==> config.mk <==
export PLATFORM = sky130hd
export DESIGN_NAME = rwl_supervisor
export DESIGN_NICKNAME = d
export VERILOG_FILES = /design/src/hw/rwl_pkg.sv /design/src/hw/rwl_wdog_if.sv /design/src/hw/rwl_supervisor.sv /design/src/hw/rwl_wdog.sv
export SDC_FILE = /design/constraint.sdc
export NUM_CORES = 1
export LEC_CHECK = 0
export BUFFER_PORTS_ARGS = -buffer_cell sky130_fd_sc_hd__buf_2
export CORE_UTILIZATION = 30
export DETAILED_ROUTE_END_ITERATION = 10
export GPL_TIMING_DRIVEN = 0
export MAX_ROUTING_LAYER = met4
export SETUP_SLACK_MARGIN = 0.2
export SKIP_LAST_GASP = 1
export SYNTH_ARGS = -nofsm -noshare
export SYNTH_HDL_FRONTEND = slang
export SYNTH_HIERARCHICAL = 1
export SYNTH_SLANG_ARGS = --single-unit
export TNS_END_PERCENT = 30
==> constraint.sdc <==
create_clock -name clk -period 2.7 [get_ports clk]
set_input_delay 0.27 -clock clk [delete_from_list [all_inputs] [get_ports clk]]
set_output_delay 0.27 -clock clk [all_outputs]
set_load 0.05 [all_outputs]
==> src/hw/rwl_pkg.sv <==
package rwl_pkg;

  // clock and time base
  localparam int unsigned CLK_FREQ_HZ  = 25_000_000;
  localparam int unsigned WDOG_TICK_US = 1000;
  localparam int unsigned WDOG_TICK_CYC =
    CLK_FREQ_HZ / 1_000_000 * WDOG_TICK_US;

  // warm-up lengths in oscillator cycles
  localparam int unsigned WARM_POR_LO_CYC   = 4096;
  localparam int unsigned WARM_POR_HI_CYC   = 16384;
  localparam int unsigned WARM_FAST_RC_CYC  = 128;
  localparam int unsigned WARM_FAST_XTL_CYC = 4096;

  // register port
  localparam int unsigned REG_ADDR_W = 6;
  localparam int unsigned REG_DATA_W = 4;
  localparam logic [5:0]  ADDR_WDOG  = 6'h1e;
  localparam int unsigned WDOG_FLAG_BIT = 3;
  localparam logic [2:0]  WDOG_PERIOD_RST = 3'h0;
  localparam logic        WDOG_FLAG_RST   = 1'b0;
  localparam int unsigned WDOG_MS_W       = 13;

  // synchroniser idle levels: {cmp, supply_low, pin_b}
  localparam logic [2:0] SYNC_RST = 3'h1;

  // option defaults held until the straps are taken
  localparam logic [2:0] CFG_OSC_TYPE_RST  = 3'h0;
  localparam logic       CFG_OSC_RANGE_RST = 1'b1;
  localparam logic       CFG_WDOG_EN_RST   = 1'b1;
  localparam logic       CFG_UV_EN_RST     = 1'b1;
  localparam logic       CFG_UV_LEVEL_RST  = 1'b1;
  localparam logic       CFG_RST_PIN_RST   = 1'b0;

  // oscillator type codes
  typedef enum logic [2:0] {
    OSC_EXT_CLK    = 3'h0,
    OSC_INT_RC     = 3'h3,
    OSC_EXT_RC     = 3'h4,
    OSC_CERAMIC    = 3'h5,
    OSC_CRYSTAL    = 3'h6,
    OSC_LF_CRYSTAL = 3'h7
  } rwl_osc_t;

  // power sequencer states
  typedef enum logic [2:0] {
    ST_RESET = 3'h0,
    ST_WARM  = 3'h1,
    ST_RUN   = 3'h2,
    ST_HALT  = 3'h3,
    ST_STOP  = 3'h4
  } rwl_state_t;

  // timeout in ms for each period code
  function automatic logic [WDOG_MS_W-1:0] rwl_period_ms(
    input logic [2:0] sel
  );
    case (sel)
      3'h0:    rwl_period_ms = 13'h1000;
      3'h1:    rwl_period_ms = 13'h0400;
      3'h2:    rwl_period_ms = 13'h0100;
      3'h3:    rwl_period_ms = 13'h0080;
      3'h4:    rwl_period_ms = 13'h0040;
      3'h5:    rwl_period_ms = 13'h0010;
      3'h6:    rwl_period_ms = 13'h0004;
      default: rwl_period_ms = 13'h0001;
    endcase
  endfunction

endpackage

==> src/hw/rwl_wdog_if.sv <==
`timescale 1ns/1ps
// watchdog control bundle between sequencer and counter
interface rwl_wdog_if;
  logic       enable;      // option enable
  logic       restart;     // reload pulse or level
  logic [2:0] period_sel;  // timeout code
  logic       overflow;    // one-cycle timeout pulse
  modport ctrl (output enable, output restart,
                output period_sel, input overflow);
  modport wdog (input enable, input restart,
                input period_sel, output overflow);
endinterface

==> src/hw/rwl_supervisor.sv <==
// Implementation choice: strobed register access.
`timescale 1ns/1ps
module rwl_supervisor #(
  parameter int unsigned WDOG_TICK_CYCLES = rwl_pkg::WDOG_TICK_CYC,
  parameter int unsigned WARM_POR_HI      = rwl_pkg::WARM_POR_HI_CYC
) (
  input  wire logic                            clk,
  input  wire logic                            rst_b,
  // register port from the core
  input  wire logic [rwl_pkg::REG_ADDR_W-1:0]  reg_addr,
  input  wire logic [rwl_pkg::REG_DATA_W-1:0]  reg_wdata,
  input  wire logic                            reg_wr,
  input  wire logic                            reg_rd,
  output logic      [rwl_pkg::REG_DATA_W-1:0]  reg_rdata,
  // one-time option straps
  input  wire logic [2:0]                      cfg_osc_type,
  input  wire logic                            cfg_osc_range,
  input  wire logic                            cfg_wdog_enable,
  input  wire logic                            cfg_undervolt_enable,
  input  wire logic                            cfg_undervolt_level,
  input  wire logic                            cfg_reset_pin_enable,
  // asynchronous pins
  input  wire logic                            reset_pin_b,
  input  wire logic                            supply_low,
  input  wire logic                            comparator_result_bit,
  // same-clock inputs from the core and interrupt logic
  input  wire logic                            cmp_irq_enable,
  input  wire logic                            port_irq,
  input  wire logic                            irq_pending,
  input  wire logic                            halt_exec,
  input  wire logic                            stop_exec,
  // power and reset controls
  output logic                                 sys_reset,
  output logic                                 cpu_run,
  output logic                                 osc_run,
  output logic                                 periph_run,
  output logic                                 isr_entry,
  output logic                                 undervoltage_reset,
  output logic                                 undervoltage_threshold,
  output logic                                 pin_port_bit
);
  import rwl_pkg::*;

  // warm-up counter must hold the longest length
  // the low-range length is fixed, so it sets the
  // floor on the width even when the high range is shortened
  localparam int unsigned WARM_MAX = (WARM_POR_HI > WARM_POR_LO_CYC)
                                   ? WARM_POR_HI : WARM_POR_LO_CYC;
  localparam int unsigned WARM_W = $clog2(WARM_MAX + 1);
  localparam logic [WARM_W-1:0] WARM_ONE = WARM_W'(1);

  // synchroniser stages, bit order {cmp, supply, pin_b}
  logic [2:0] sync1_reg;    // first stage, read only by sync2
  logic [2:0] sync2_reg;    // second stage
  logic [2:0] sync3_reg;    // third stage
  logic [2:0] filt_reg;     // level once stages 2 and 3 agree

  // captured option straps
  logic       cfg_taken_reg;
  logic [2:0] osc_type_reg;
  logic       osc_range_reg;
  logic       wdog_en_reg;
  logic       uv_en_reg;
  logic       uv_level_reg;
  logic       rst_pin_opt_reg;

  // sequencer state
  rwl_state_t        state_reg;
  logic [WARM_W-1:0] warm_cnt_reg;   // cycles left in warm-up
  logic              lv_cause_reg;   // last reset came from supply
  logic              stop_warm_reg;  // warm-up after a stop wake
  logic              isr_entry_reg;

  // comparator change detection
  logic              cmp_prev_reg;
  logic              cmp_wake;

  // register file
  logic [2:0]        period_reg;
  logic              flag_reg;
  logic [3:0]        rdata_reg;
  logic              wdog_access;

  // decoded conditions
  logic              uv_active;
  logic              pin_active;
  logic              halt_wake;
  logic              stop_wake;
  logic              in_reset;
  logic [WARM_W-1:0] long_len;
  logic [WARM_W-1:0] fast_len;

  rwl_wdog_if wd_if ();

  // crystal and ceramic need the long restart
  function automatic logic needs_slow_start(input logic [2:0] t);
    needs_slow_start = (t == OSC_CERAMIC) || (t == OSC_CRYSTAL) ||
                       (t == OSC_LF_CRYSTAL);
  endfunction

  // three-stage pin synchroniser with agreement filter;
  // a glitch seen by only one stage never reaches filt
  always_ff @(posedge clk or negedge rst_b) begin
    if (!rst_b) begin
      sync1_reg <= SYNC_RST;
      sync2_reg <= SYNC_RST;
      sync3_reg <= SYNC_RST;
      filt_reg  <= SYNC_RST;
    end else begin
      sync1_reg <= {comparator_result_bit, supply_low, reset_pin_b};
      sync2_reg <= sync1_reg;
      sync3_reg <= sync2_reg;
      filt_reg  <= (sync2_reg & sync3_reg) |
                   (filt_reg & (sync2_reg | sync3_reg));
    end
  end

  // straps are taken once, on the first edge after release,
  // since an async reset may only load constants
  always_ff @(posedge clk or negedge rst_b) begin
    if (!rst_b) begin
      cfg_taken_reg   <= 1'b0;
      osc_type_reg    <= CFG_OSC_TYPE_RST;
      osc_range_reg   <= CFG_OSC_RANGE_RST;
      wdog_en_reg     <= CFG_WDOG_EN_RST;
      uv_en_reg       <= CFG_UV_EN_RST;
      uv_level_reg    <= CFG_UV_LEVEL_RST;
      rst_pin_opt_reg <= CFG_RST_PIN_RST;
    end else if (!cfg_taken_reg) begin
      cfg_taken_reg   <= 1'b1;
      osc_type_reg    <= cfg_osc_type;
      osc_range_reg   <= cfg_osc_range;
      wdog_en_reg     <= cfg_wdog_enable;
      uv_en_reg       <= cfg_undervolt_enable;
      uv_level_reg    <= cfg_undervolt_level;
      rst_pin_opt_reg <= cfg_reset_pin_enable;
    end
  end

  // reset sources, both level held
  assign uv_active  = uv_en_reg && filt_reg[1];
  assign pin_active = !rst_pin_opt_reg && !filt_reg[0];

  // warm-up lengths for the two families of cause
  assign long_len = osc_range_reg ? WARM_W'(WARM_POR_HI)
                                  : WARM_W'(WARM_POR_LO_CYC);
  assign fast_len = needs_slow_start(osc_type_reg)
                  ? WARM_W'(WARM_FAST_XTL_CYC)
                  : WARM_W'(WARM_FAST_RC_CYC);

  // comparator edge: either direction counts as a change
  always_ff @(posedge clk or negedge rst_b) begin
    if (!rst_b) begin
      cmp_prev_reg <= 1'b0;
    end else begin
      cmp_prev_reg <= filt_reg[2];
    end
  end

  assign cmp_wake  = cmp_irq_enable &&
                     (filt_reg[2] != cmp_prev_reg);
  // halt: any enabled source; the core folds its own enables in
  assign halt_wake = irq_pending || port_irq || cmp_wake;
  // stop: only sources that live without the main oscillator
  assign stop_wake = port_irq || cmp_wake;

  // power sequencer; pin and supply resets win over everything,
  // then a watchdog timeout, then the normal flow
  always_ff @(posedge clk or negedge rst_b) begin
    if (!rst_b) begin
      state_reg     <= ST_RESET;
      warm_cnt_reg  <= '0;
      lv_cause_reg  <= 1'b0;
      stop_warm_reg <= 1'b0;
      isr_entry_reg <= 1'b0;
    end else begin
      isr_entry_reg <= 1'b0;
      if (uv_active || pin_active) begin
        // hold in reset while the source stays active
        state_reg     <= ST_RESET;
        lv_cause_reg  <= uv_active;
        stop_warm_reg <= 1'b0;
      end else if (wd_if.overflow) begin
        // full reset with the short restart, even out of stop
        state_reg     <= ST_WARM;
        warm_cnt_reg  <= fast_len;
        stop_warm_reg <= 1'b0;
      end else begin
        case (state_reg)
          ST_RESET: begin
            // wait for the straps before picking a length
            if (cfg_taken_reg) begin
              state_reg    <= ST_WARM;
              warm_cnt_reg <= lv_cause_reg ? fast_len
                                           : long_len;
            end
          end
          ST_WARM: begin
            if (warm_cnt_reg == WARM_ONE) begin
              state_reg     <= ST_RUN;
              // stop wake enters its service routine first
              isr_entry_reg <= stop_warm_reg;
              stop_warm_reg <= 1'b0;
            end else begin
              warm_cnt_reg <= warm_cnt_reg - WARM_ONE;
            end
          end
          ST_RUN: begin
            // stop takes priority if both arrive together
            if (stop_exec) begin
              state_reg <= ST_STOP;
            end else if (halt_exec) begin
              state_reg <= ST_HALT;
            end
          end
          ST_HALT: begin
            // oscillator still runs, so no warm-up is needed
            if (halt_wake) begin
              state_reg     <= ST_RUN;
              isr_entry_reg <= 1'b1;
            end
          end
          ST_STOP: begin
            if (stop_wake) begin
              state_reg     <= ST_WARM;
              warm_cnt_reg  <= fast_len;
              stop_warm_reg <= 1'b1;
            end
          end
          default: begin
            state_reg <= ST_RESET;
          end
        endcase
      end
    end
  end

  // a stop-wake warm-up is not a reset: registers keep values
  assign in_reset = (state_reg == ST_RESET) ||
                    ((state_reg == ST_WARM) && !stop_warm_reg);

  // access to the watchdog register restarts the watchdog, read or write
  assign wdog_access = (reg_wr || reg_rd) && !in_reset &&
                       (reg_addr == ADDR_WDOG);

  // period field; back to default on every device reset
  always_ff @(posedge clk or negedge rst_b) begin
    if (!rst_b) begin
      period_reg <= WDOG_PERIOD_RST;
    end else if (in_reset) begin
      period_reg <= WDOG_PERIOD_RST;
    end else if (reg_wr && (reg_addr == ADDR_WDOG)) begin
      period_reg <= reg_wdata[2:0];
    end
  end

  // overflow flag: cleared only by power-on, so it survives
  // the reset it caused; writes to bit 3 are dropped
  always_ff @(posedge clk or negedge rst_b) begin
    if (!rst_b) begin
      flag_reg <= WDOG_FLAG_RST;
    end else if (wd_if.overflow) begin
      flag_reg <= 1'b1;
    end
  end

  // read data valid the cycle after the strobe, zero otherwise;
  // unmapped addresses read as zero
  always_ff @(posedge clk or negedge rst_b) begin
    if (!rst_b) begin
      rdata_reg <= '0;
    end else if (reg_rd && (reg_addr == ADDR_WDOG)) begin
      rdata_reg <= {flag_reg, period_reg};
    end else begin
      rdata_reg <= '0;
    end
  end

  // watchdog is held reloaded while the device is in reset
  assign wd_if.enable     = wdog_en_reg;
  assign wd_if.restart    = in_reset || wdog_access;
  // a write reloads with the code being written, not the old one
  assign wd_if.period_sel = (wdog_access && reg_wr) ? reg_wdata[2:0]
                                                    : period_reg;

  rwl_wdog #(
    .TICK_CYCLES (WDOG_TICK_CYCLES)
  ) u_wdog (
    .clk   (clk),
    .rst_b (rst_b),
    .wd    (wd_if.wdog)
  );

  // controls decoded straight from state flops
  assign reg_rdata  = rdata_reg;
  assign sys_reset  = in_reset;
  assign cpu_run    = (state_reg == ST_RUN);
  // main oscillator stops only in stop; watchdog is unaffected
  assign osc_run    = (state_reg != ST_STOP);
  // timers, converter keep going in halt, freeze in stop
  assign periph_run = (state_reg == ST_RUN) ||
                      (state_reg == ST_HALT);
  assign isr_entry  = isr_entry_reg;
  assign undervoltage_reset     = uv_active;
  assign undervoltage_threshold = uv_level_reg;
  // when the pin is not a reset it reads as a port bit
  assign pin_port_bit = rst_pin_opt_reg ? filt_reg[0] : 1'b1;

endmodule

==> src/hw/rwl_wdog.sv <==
`timescale 1ns/1ps
module rwl_wdog #(
  parameter int unsigned TICK_CYCLES = rwl_pkg::WDOG_TICK_CYC
) (
  input wire logic clk,
  input wire logic rst_b,
  rwl_wdog_if.wdog wd
);
  import rwl_pkg::*;

  localparam int unsigned DIV_W = $clog2(TICK_CYCLES + 1);
  localparam logic [DIV_W-1:0] DIV_LAST = DIV_W'(TICK_CYCLES - 1);

  logic [DIV_W-1:0]     div_reg;  // stands in for the private rc clock
  logic [WDOG_MS_W-1:0] ms_reg;   // remaining ms before overflow
  logic                 tick;     // one pulse per ms

  assign tick = (div_reg == DIV_LAST);

  // divider restarts with the count so timeouts are exact
  always_ff @(posedge clk or negedge rst_b) begin
    if (!rst_b) begin
      div_reg <= '0;
    end else if (!wd.enable || wd.restart || tick) begin
      div_reg <= '0;
    end else begin
      div_reg <= div_reg + 1'b1;
    end
  end

  // ms down-counter; runs in run, halt and stop when enabled, held reloaded in reset
  always_ff @(posedge clk or negedge rst_b) begin
    if (!rst_b) begin
      ms_reg <= rwl_period_ms(WDOG_PERIOD_RST);
    end else if (!wd.enable || wd.restart) begin
      ms_reg <= rwl_period_ms(wd.period_sel);
    end else if (tick) begin
      if (ms_reg == 13'h0001) begin
        ms_reg <= rwl_period_ms(wd.period_sel);
      end else begin
        ms_reg <= ms_reg - 1'b1;
      end
    end
  end

  // overflow pulse, registered
  always_ff @(posedge clk or negedge rst_b) begin
    if (!rst_b) begin
      wd.overflow <= 1'b0;
    end else begin
      wd.overflow <= wd.enable && !wd.restart && tick &&
                     (ms_reg == 13'h0001);
    end
  end
endmodule

== Yosys cells after proc, flatten, opt, wreduce, memory -nomap -nowiden ==
Index checks and enable logic that the tools add are counted.

* Output and inout port bits: 12
* Logic and storage cells: 134
* Register bits after elaboration: 80
* Input port bits: 30

* Eq/ne operators: 27
* Bitwise gates (word level): 5
* Add/subtract/negate cells: 3
* Reduce and logical (&&, ||, !) cells: 39
* Multiplexer cells: 37

{| class="wikitable"
|+ Operators with widths
! cell !! count
|-
| $mux 15 || 7
|-
| $pmux 13 s7 || 1
|-
| $mux 13 || 4
|-
| $pmux 15 s3 || 1
|-
| $mux 3 || 11
|-
| $eq 3x3->1 const B || 7
|-
| $ne 4x3->1 const B || 4
|-
| $add 15x1->15 const B || 1
|-
| $eq 15x1->1 const B || 1
|-
| $eq 15x15->1 const B || 1
|-
| $pmux 3 s5 || 1
|-
| $sub 15x1->15 const B || 1
|-
| $eq 13x1->1 const B || 1
|-
| $sub 13x1->13 const B || 1
|-
| $eq 3x2->1 const B || 4
|-
| $logic_and 1x1->1 || 12
|-
| $logic_or 1x1->1 || 12
|-
| $reduce_and 5->1 || 2
|-
| $mux 1 || 9
|-
| $ne 3x2->1 const B || 3
|-
| $reduce_bool 4->1 || 2
|-
| $and 3x3->3 || 2
|-
| $eq 3x1->1 const B || 2
|-
| $eq 6x5->1 const B || 1
|-
| other kinds (11) || 20
|}

== Longest topological paths before layout ==
Gate-level depths: netlist (run 1).

* Depth after elaboration: 13
* Gate-level depth with buffers: 10
* Depth with buffers taken out: 10

== Hierarchy ==
Netlist (run 1), hierarchy kept.

{| class="wikitable"
|+ By module, submodules not included
! module !! seq. area each (µm²) !! area an instance (µm²) !! cells an instance !! instances
|-
| rwl_supervisor || 1,286.2 || 2,509.9 || 227 || 1
|-
| rwl_wdog || 726.9 || 1,724.2 || 177 || 1
|}

== Worst setup path before layout (run 1) ==
Ideal clock, no wire load.

* Kind: register to register
* Start: register state_reg[2]
* End: register u_wdog.ms_reg[10]
* Slack: -0.781 ns
* Required time: 2.618 ns
* Setup time: 0.082 ns
* Arrival time: 3.400 ns
* Clock period less this slack: 3.481 ns
* Buffers on the path: 2
* Stages on the path, launching flop included: 8
* Path through: dfrtp_1 -> buf_2 -> buf_2 -> a211oi_1 -> or2_2 -> mux2_2 -> or4_1 -> a31oi_1

* Cells in the longest elaborated chain, start to end: 13
* Elaborated cells between the ends (all ways): 23
* Classes of those cells: 7 x eq/ne; 5 x mux; 11 x reduce/logical

{| class="wikitable"
|+ RTL lines
! item !! line !! source
|-
| start: declaration || rwl_supervisor.sv:68 || <nowiki>rwl_state_t state_reg;</nowiki>
|-
| start signal: assignment || rwl_supervisor.sv:171 || <nowiki>state_reg <= ST_RESET;</nowiki>
|-
| start signal: assignment || rwl_supervisor.sv:180 || <nowiki>state_reg <= ST_RESET;</nowiki>
|-
| start signal: assignment || rwl_supervisor.sv:185 || <nowiki>state_reg <= ST_WARM;</nowiki>
|-
| $eq 3x1->1 || rwl_supervisor.sv:240 || <nowiki>((state_reg == ST_WARM) && !stop_warm_reg);</nowiki>
|-
| $logic_and 1x1->1 || rwl_supervisor.sv:240 ||
|-
| $logic_or 1x1->1 * || rwl_supervisor.sv:239 || <nowiki>assign in_reset = (state_reg == ST_RESET) ||</nowiki>
|-
| named net sys_reset || rwl_supervisor.sv:33 || <nowiki>output logic sys_reset,</nowiki>
|-
| $logic_not 1->1 * || rwl_supervisor.sv:243 || <nowiki>assign wdog_access = (reg_wr || reg_rd) && !in_reset &&</nowiki>
|-
| $logic_and 1x1->1 * (2 in series) || rwl_supervisor.sv:243 ||
|-
| $logic_and 1x1->1 * || rwl_supervisor.sv:283 || <nowiki>assign wd_if.period_sel = (wdog_access && reg_wr) ? reg_wdata[2:0]</nowiki>
|-
| $mux 3 * || rwl_supervisor.sv:283 ||
|-
| named net wd_if.period_sel[2] || rwl_wdog_if.sv:6 || <nowiki>logic [2:0] period_sel;</nowiki>
|-
| $eq 3x3->1, or another cell as far along || rwl_pkg.sv:58 || <nowiki>case (sel)</nowiki>
|-
| $pmux 13 s7 * || rwl_pkg.sv:58 ||
|-
| $mux 13 || rwl_wdog.sv:38 || <nowiki>if (ms_reg == 13'h0001) begin</nowiki>
|-
| $mux 13 || rwl_wdog.sv:37 || <nowiki>end else if (tick) begin</nowiki>
|-
| $mux 13 * || rwl_wdog.sv:35 || <nowiki>end else if (!wd.enable || wd.restart) begin</nowiki>
|-
| end signal: assignment || rwl_wdog.sv:34 || <nowiki>ms_reg <= rwl_period_ms(WDOG_PERIOD_RST);</nowiki>
|-
| end signal: assignment || rwl_wdog.sv:36 || <nowiki>ms_reg <= rwl_period_ms(wd.period_sel);</nowiki>
|-
| end signal: assignment || rwl_wdog.sv:39 || <nowiki>ms_reg <= rwl_period_ms(wd.period_sel);</nowiki>
|-
| end: declaration || rwl_wdog.sv:15 || <nowiki>logic [WDOG_MS_W-1:0] ms_reg;</nowiki>
|}

The timed path passes the listed nets; every way through them passes the cells marked *. The select of a mux whose other input is x is not followed.
A chain may end at the register's enable or synchronous reset.

== Final worst setup path (run 1) ==
* Start: register warm_cnt_reg[1]
* End: register warm_cnt_reg[12]

* Cells in the longest elaborated chain, start to end: 4
* Elaborated cells between the ends (all ways): 7
* Classes of those cells: 1 x add/sub; 2 x eq/ne; 3 x mux; 1 x reduce/logical

{| class="wikitable"
|+ RTL lines
! item !! line !! source
|-
| start: declaration || rwl_supervisor.sv:69 || <nowiki>logic [WARM_W-1:0] warm_cnt_reg;</nowiki>
|-
| start signal: assignment || rwl_supervisor.sv:186 || <nowiki>warm_cnt_reg <= fast_len;</nowiki>
|-
| start signal: assignment || rwl_supervisor.sv:194 || <nowiki>warm_cnt_reg <= lv_cause_reg ? fast_len</nowiki>
|-
| start signal: assignment || rwl_supervisor.sv:205 || <nowiki>warm_cnt_reg <= warm_cnt_reg - WARM_ONE;</nowiki>
|-
| $sub 15x1->15 || rwl_supervisor.sv:205 ||
|-
| $mux 15 || rwl_supervisor.sv:199 || <nowiki>if (warm_cnt_reg == WARM_ONE) begin</nowiki>
|-
| $pmux 15 s3 || rwl_supervisor.sv:189 || <nowiki>case (state_reg)</nowiki>
|-
| $mux 15 || rwl_supervisor.sv:183 || <nowiki>end else if (wd_if.overflow) begin</nowiki>
|}

Parallel ways exist; a longest one is shown, timed or not. The select of a mux whose other input is x is not followed.

==> results of run 1 <==
-- cell families (layout without fill, tap and decap cells) --
logic type	count (synthesis)	in the layout	share of synthesized area [%]
AOI/OAI and AO/OA	87	87	14.72
xor gates and xnor gates	15	15	3.103
adders and majority gates	8	8	2.187
buffers and inverters	25	83	3.132
DFF	80	80	47.55
muxes	19	19	5.053
other	1	1	0.08857
and+or+nand+nor	169	169	24.17
-- power groups by stage --
stage | combinational (mW) | sequential [mW] | clock, mW
finish | 1.45 | 1.57 | 1.22
global route | 1.60 | 1.59 | 1.29
CTS | 1.43 | 1.57 | 1.25
detailed placement | 1.42 | 1.58 | 0
global placement | 1.40 | 1.57 | 0
floorplan | 1.09 | 1.54 | 0
-- worst max-delay path by stage --
stage	start	end	slack [ns]	depth (start not counted)
2_1_floorplan	state_reg[0]$_DFFE_PN0P_	u_wdog/ms_reg[10]$_DFFE_PN0N_	0.19	6
3_3_place_gp	reg_addr[5]	u_wdog/ms_reg[10]$_DFFE_PN0N_	-0.06	9
3_5_place_dp	reg_addr[5]	u_wdog/ms_reg[10]$_DFFE_PN0N_	0.006	9
4_1_cts	state_reg[1]$_DFFE_PN0P_	state_reg[0]$_DFFE_PN0P_	0.27	7
5_1_grt	warm_cnt_reg[0]$_DFFE_PN0P_	warm_cnt_reg[12]$_DFFE_PN0P_	0.09	7
6_report	warm_cnt_reg[1]$_DFFE_PN0P_	warm_cnt_reg[12]$_DFFE_PN0P_	0.30	7
-- area by class of cell --
| cell class | instances | area share, % |
|---|---|---|
| buffer | 14 | 2.059 |
| clock inverter | 3 | 0.7938 |
| clock buffer | 13 | 5.160 |
| tap | 180 | 4.465 |
| timing repair buffer | 42 | 4.763 |
| inverter | 11 | 0.8187 |
| sequential | 80 | 39.92 |
| multi-input combinational | 299 | 42.02 |
-- through the flow --
step	util, %	setup WS [ns]	total power [mW]
after CTS	36.41	0.2685	4.253
final	36.48	0.3012	4.236
after floorplan	-	0.1927	2.639
after global placement	33.95	-0.06260	2.975
after detailed placement	34.17	0.006067	3.001
after global routing	36.48	0.08708	4.484
-- cells in the final DEF (no fill, tap or decap), types with 4 or more instances in the layout --
cell type	instances
clkbuf_1	6
a31oi_1	8
xnor2_1	7
inv_1	11
clkbuf_16	9
buf_6	4
mux2i_1	6
nor2_1	42
nor4_1	5
dfstp_2	9
o21ai_0	15
ha_1	5
nand2b_1	9
or4_1	4
nor3_1	15
nand4_1	4
and3_1	12
dfrtp_1	71
a21oi_1	15
mux2_4	4
xor2_1	8
o31ai_1	4
buf_2	42
nand2_1	29
mux2_2	9
a32oi_1	4
a21o_1	4
nand3_1	11
-- metal layers --
metal / global-route usage [%] / wire length (um)
met5: - / 0
met1: 17.01 / 4296
met2: 21.88 / 4593
met4: 5.941 / 131
met3: 2.358 / 320
-- what timing repair did --
action | CTS | global route
hold buffers | 1 | 0
resized for setup | 0 | 1
endpoints found under the hold margin | 11 | 0
endpoints found under the setup margin | 0 | 5
==> results.cfg, run 1 <==
[clocking]
post_cts_buffers = 0
cts_root_buf = clkbuf_16
cts.clk_slew.worst_paths_ns = 0.06
numCtsBuffers = 9
clk_latency_ns = 0.33
htreeDepth = 3
cts_tree = built
clockBufferDepth = 2
clock_sink_count = 80

[critical_path]
cp_max_fo = 6
critical_path.slowest_cell = or3b_2
arrival_ns = 2.62
path_buf_inv = 1
crit_chain = inv_1 > ha_1 > or3b_2 > nor4_4 > a211o_2 > nand2_2 > mux2_4
critPathCaptureType = register
reg2reg_depth = 7
r2r_end = warm_cnt_reg[12]$_DFFE_PN0P_
start_kind = register
reg2reg_from = warm_cnt_reg[1]$_DFFE_PN0P_
worstPathRequired_ns = 2.92
reg2reg_slack_ns = 0.30
path_delay_family = simple AND/OR/NAND/NOR gates
slowest_delay_ns = 0.48
crit_type = register to register

[synthesis]
yosys_warnings = 6
ys_ff_latch = 80
synthArstFlopShare_pct = 100.0
synthTopCellsByArea = dfrtp_1, dfstp_2, nor2_1, mux2_2, nand2_1
synth_most_common_cell = dfrtp_1
synth_ff_type = dfrtp_1
yosysSeqAreaShare_pct = 47.55
synth_edf_count = 0
synthCells = 404
synth.distinct_cells = 79
syn_avg_cell_area_um2 = 10.48
synth_nets = 439
synth_top_area_share_pct = 41.96
synthTopCellsByCount = dfrtp_1, nor2_1, nand2_1
syn-cell-area_um2 = 4234
yosysTopAreaCell = dfrtp_1

[power_and_ir_drop]
seqPwrFrac_pct = 37.1
p_sw_share_pct = 35.76
p_leak_nw = 2.211
p_comb_share_pct = 34.1
power.net_switching_mw = 1.515
clockPowerShare_pct = 28.8
ir_worst_vdd_mv = 0.3148
power.internal_mw = 2.721
p_per_area_nw_per_um2 = 839.9

[drt]
vias = 3368
drt-total-wl_um = 9341
ant_nets = 0
drt_iter0_drc = 258
drc = 0
routed_via_density = 5.246
dr.pass1.iters = 5
wl_per_cell_um = 14.55

[global_route]
grt_overflow = 0
grt_pass1_wl_um = 15440
antenna_found_initial = 0
grtUsageTotal_pct = 13.68
grt_max_degree = 70
grt_pass1_vias = 3193

[outcome]
outcome = completed

[cells_and_area]
num_antenna_cells = 0
fin_area_um2 = 5044
register_area_um2 = 2013
nNetsFinal = 492
layout-drive-gt1-share_pct = 24.46
fillCellCount = 1353
layout.cells.non_filler = 642
multi_input_area_um2 = 2120
syn_to_final_growth_pct = 19.12

[timing]
slew_headroom_pct = 41.77
slew_violations = 0
hold-worst-slack_ns = 0.03843
clock.fmax_ghz = 0.4169
setup_tns_ns = 0
setup_violations = 0
worst_pin_slew_ns = 0.8655
clock_skew_ns = 0.006405
post-route-period-util_pct = 88.85
min_period_ns = 2.399
rsz0062_at_grt = yes
report.final.hold_viol_count = 0

[floorplanning]
initial_core_util_pct = 30.62
die_x_um = 120.8
die_area_um2 = 14590
core_area_um2 = 13830
ioPinCount = 42
die_h_um = 120.8
std_cell_rows = 43

[placed_design]
dpl.cell_count = 625
place.gp.congestion = 0.8666
place_area_um2 = 4725
dp_hpwl_um = 6475
portBuffers = 40

[min_path]
hold_path.class = input pin to register
min_to = sync1_reg[0]$_DFF_PN1_
hold_depth = 1
worstHoldStart = reset_pin_b

[run]
cap_violations = 0
Power figures use the tool's default switching activity.
==> inputs of run 2 (changes only) <==
--- a/constraint.sdc
+++ b/constraint.sdc
@@ -3,2 +3,2 @@
 set_output_delay 0.27 -clock clk [all_outputs]
-set_load 0.05 [all_outputs]
+set_load 0.02 [all_outputs]
==> run 2 against run 1 <==
Net effect:
- final cell count is 0.47% higher
- critical endpoint is now u_wdog/ms_reg[10]$_DFFE_PN0N_
- setup slack worse by 0.046 ns
- sequential cell count stayed put
- global-route usage is 0.24 points higher
- clock skew rose by 0.0025 ns
==> results.cfg, run 2 (synthesis gave the netlist of run 1 again) <==
[drt]
drt_iter0_drc = 197
drc = 0
vias = 3306
drt-total-wl_um = 9371
dr.pass1.iters = 4
wl_per_cell_um = 14.53
routed_via_density = 5.126
ant_nets = 0

[cells_and_area]
layout-drive-gt1-share_pct = 25.59
syn_to_final_growth_pct = 19.50
fin_area_um2 = 5060
mostFrequentLayoutCells = dfrtp_1, buf_2, nor2_1
mostFrequentLayoutCell = dfrtp_1
nNetsFinal = 495
post-route-util_pct = 36.59
num_antenna_cells = 0

[outcome]
outcome = completed

[floorplanning]
die_x_um = 120.8
die_area_um2 = 14590
core_area_um2 = 13830
initial_core_util_pct = 30.62
die_h_um = 120.8
ioPinCount = 42
std_cell_rows = 43

[placed_design]
dp_hpwl_um = 6640
place_area_um2 = 4695
place.gp.congestion = 0.8596
portBuffers = 40

[clocking]
clock_sink_count = 80
clockBufferDepth = 2
cts_root_buf = clkbuf_16
cts_tree = built
htreeDepth = 3
cts.clk_slew.worst_paths_ns = 0.06
clk_latency_ns = 0.33
numCtsBuffers = 9

[timing]
report.final.hold_viol_count = 0
setup_violations = 0
slew_headroom_pct = 37.27
worst_pin_slew_ns = 0.9323
hold-worst-slack_ns = 0.04009
slew_violations = 0
min_period_ns = 2.444
rsz0062_at_grt = yes
clock.fmax_ghz = 0.4091
post-route-period-util_pct = 90.54
setup_tns_ns = 0
clock_skew_ns = 0.008921

[global_route]
grt_pass1_wl_um = 15530
grt_overflow = 0
grt_pass1_vias = 3166
antenna_found_initial = 0
grtUsageTotal_pct = 13.92
grt_max_degree = 57

[critical_path]
critPathCaptureType = register
start_kind = register
arrival_ns = 2.70
cp_max_fo = 10
worstPathRequired_ns = 2.95
crit_type = register to register

[power_and_ir_drop]
ir_worst_vdd_mv = 0.4052
p_leak_nw = 2.213
p_per_area_nw_per_um2 = 841.8

[min_path]
hold_path.class = input pin to register

[run]
cap_violations = 0
-- run 2: changes by cell type in the layout (fill, tap and decap cells not counted), sizes merged --
cell,previous run,this run
bufinv,1,2
clkinvlp,0,2
buf,50,53
clkbuf,18,15
-- run 2: final cells by class --
class / instances / area [um2]
Clock inverter: 6 / 85.08
Tap cell: 180 / 225.2
Buffer: 14 / 92.59
Sequential cell: 80 / 2013
Multi-Input combinational cell: 299 / 2111
Clock buffer: 10 / 229.0
Fill cell: 1357 / 8767
Inverter: 11 / 41.29
Timing Repair Buffer: 45 / 262.8
-- run 2: per-layer routing --
metal	up-vias	wire, um	GRT usage, %	share of wire (%)
met4	0	108	5.093	1.2
met3	9	277	2.406	3.0
met1	1638	4343	17.44	46
li1	1598	-	-	-
met2	61	4641	22.59	50
met5	-	0	-	0
-- run 2: worst max-delay path: stages (launching register included) --
cell      delay [ns]
dfrtp_1         0.44
clkbuf_2        0.23
a211oi_4        0.34
or2_2           0.21
mux2_2          0.39
or4_1           0.57
a31oi_1         0.18
-- run 2: report_power, final --
| group | internal (mW) | total (mW) | leakage, nW | switching (mW) |
|---|---|---|---|---|
| clock network | 0.807 | 1.29 | 0.148 | 0.480 |
| logic | 0.596 | 1.40 | 1.03 | 0.807 |
| registers | 1.37 | 1.57 | 1.04 | 0.199 |
| total | 2.77 | 4.26 | 2.21 | 1.49 |
-- run 2: through the flow --
stage                     total power [mW]  std cells  worst slack [ns]
after floorplan                      2.559        404            0.2290
after global placement               2.898        624         -0.005718
after detailed placement             2.929        625          -0.01797
after CTS                            4.259        643            0.2230
after global routing                 4.509        645            0.1851
final                                4.259        645            0.2555
-- run 2: worst paths after layout --
check | slack (ns) | end | from | cells after the start
min reg2reg | 0.36 | sync2_reg[2]$_DFF_PN0_ | sync1_reg[2]$_DFF_PN0_ | 0
max in group asynchronous | 1.68 | sync2_reg[0]$_DFF_PN1_ | rst_b | 3
min in group asynchronous | 0.39 | u_wdog/ms_reg[0]$_DFFE_PN0N_ | rst_b | 2
max reg2reg | 0.26 | u_wdog/ms_reg[10]$_DFFE_PN0N_ | state_reg[0]$_DFFE_PN0P_ | 6
max | 0.26 | u_wdog/ms_reg[10]$_DFFE_PN0N_ | state_reg[0]$_DFFE_PN0P_ | 6
min | 0.04 | sync1_reg[2]$_DFF_PN0_ | comparator_result_bit | 1
-- run 2: repair_timing --
item	4_1_cts	5_1_grt
endpoints found under the setup margin	2	4
setup buffers	1	2
hold endpoints to repair	24	0
resized for setup	2	2
pin swaps	1	1
hold buffers	1	0
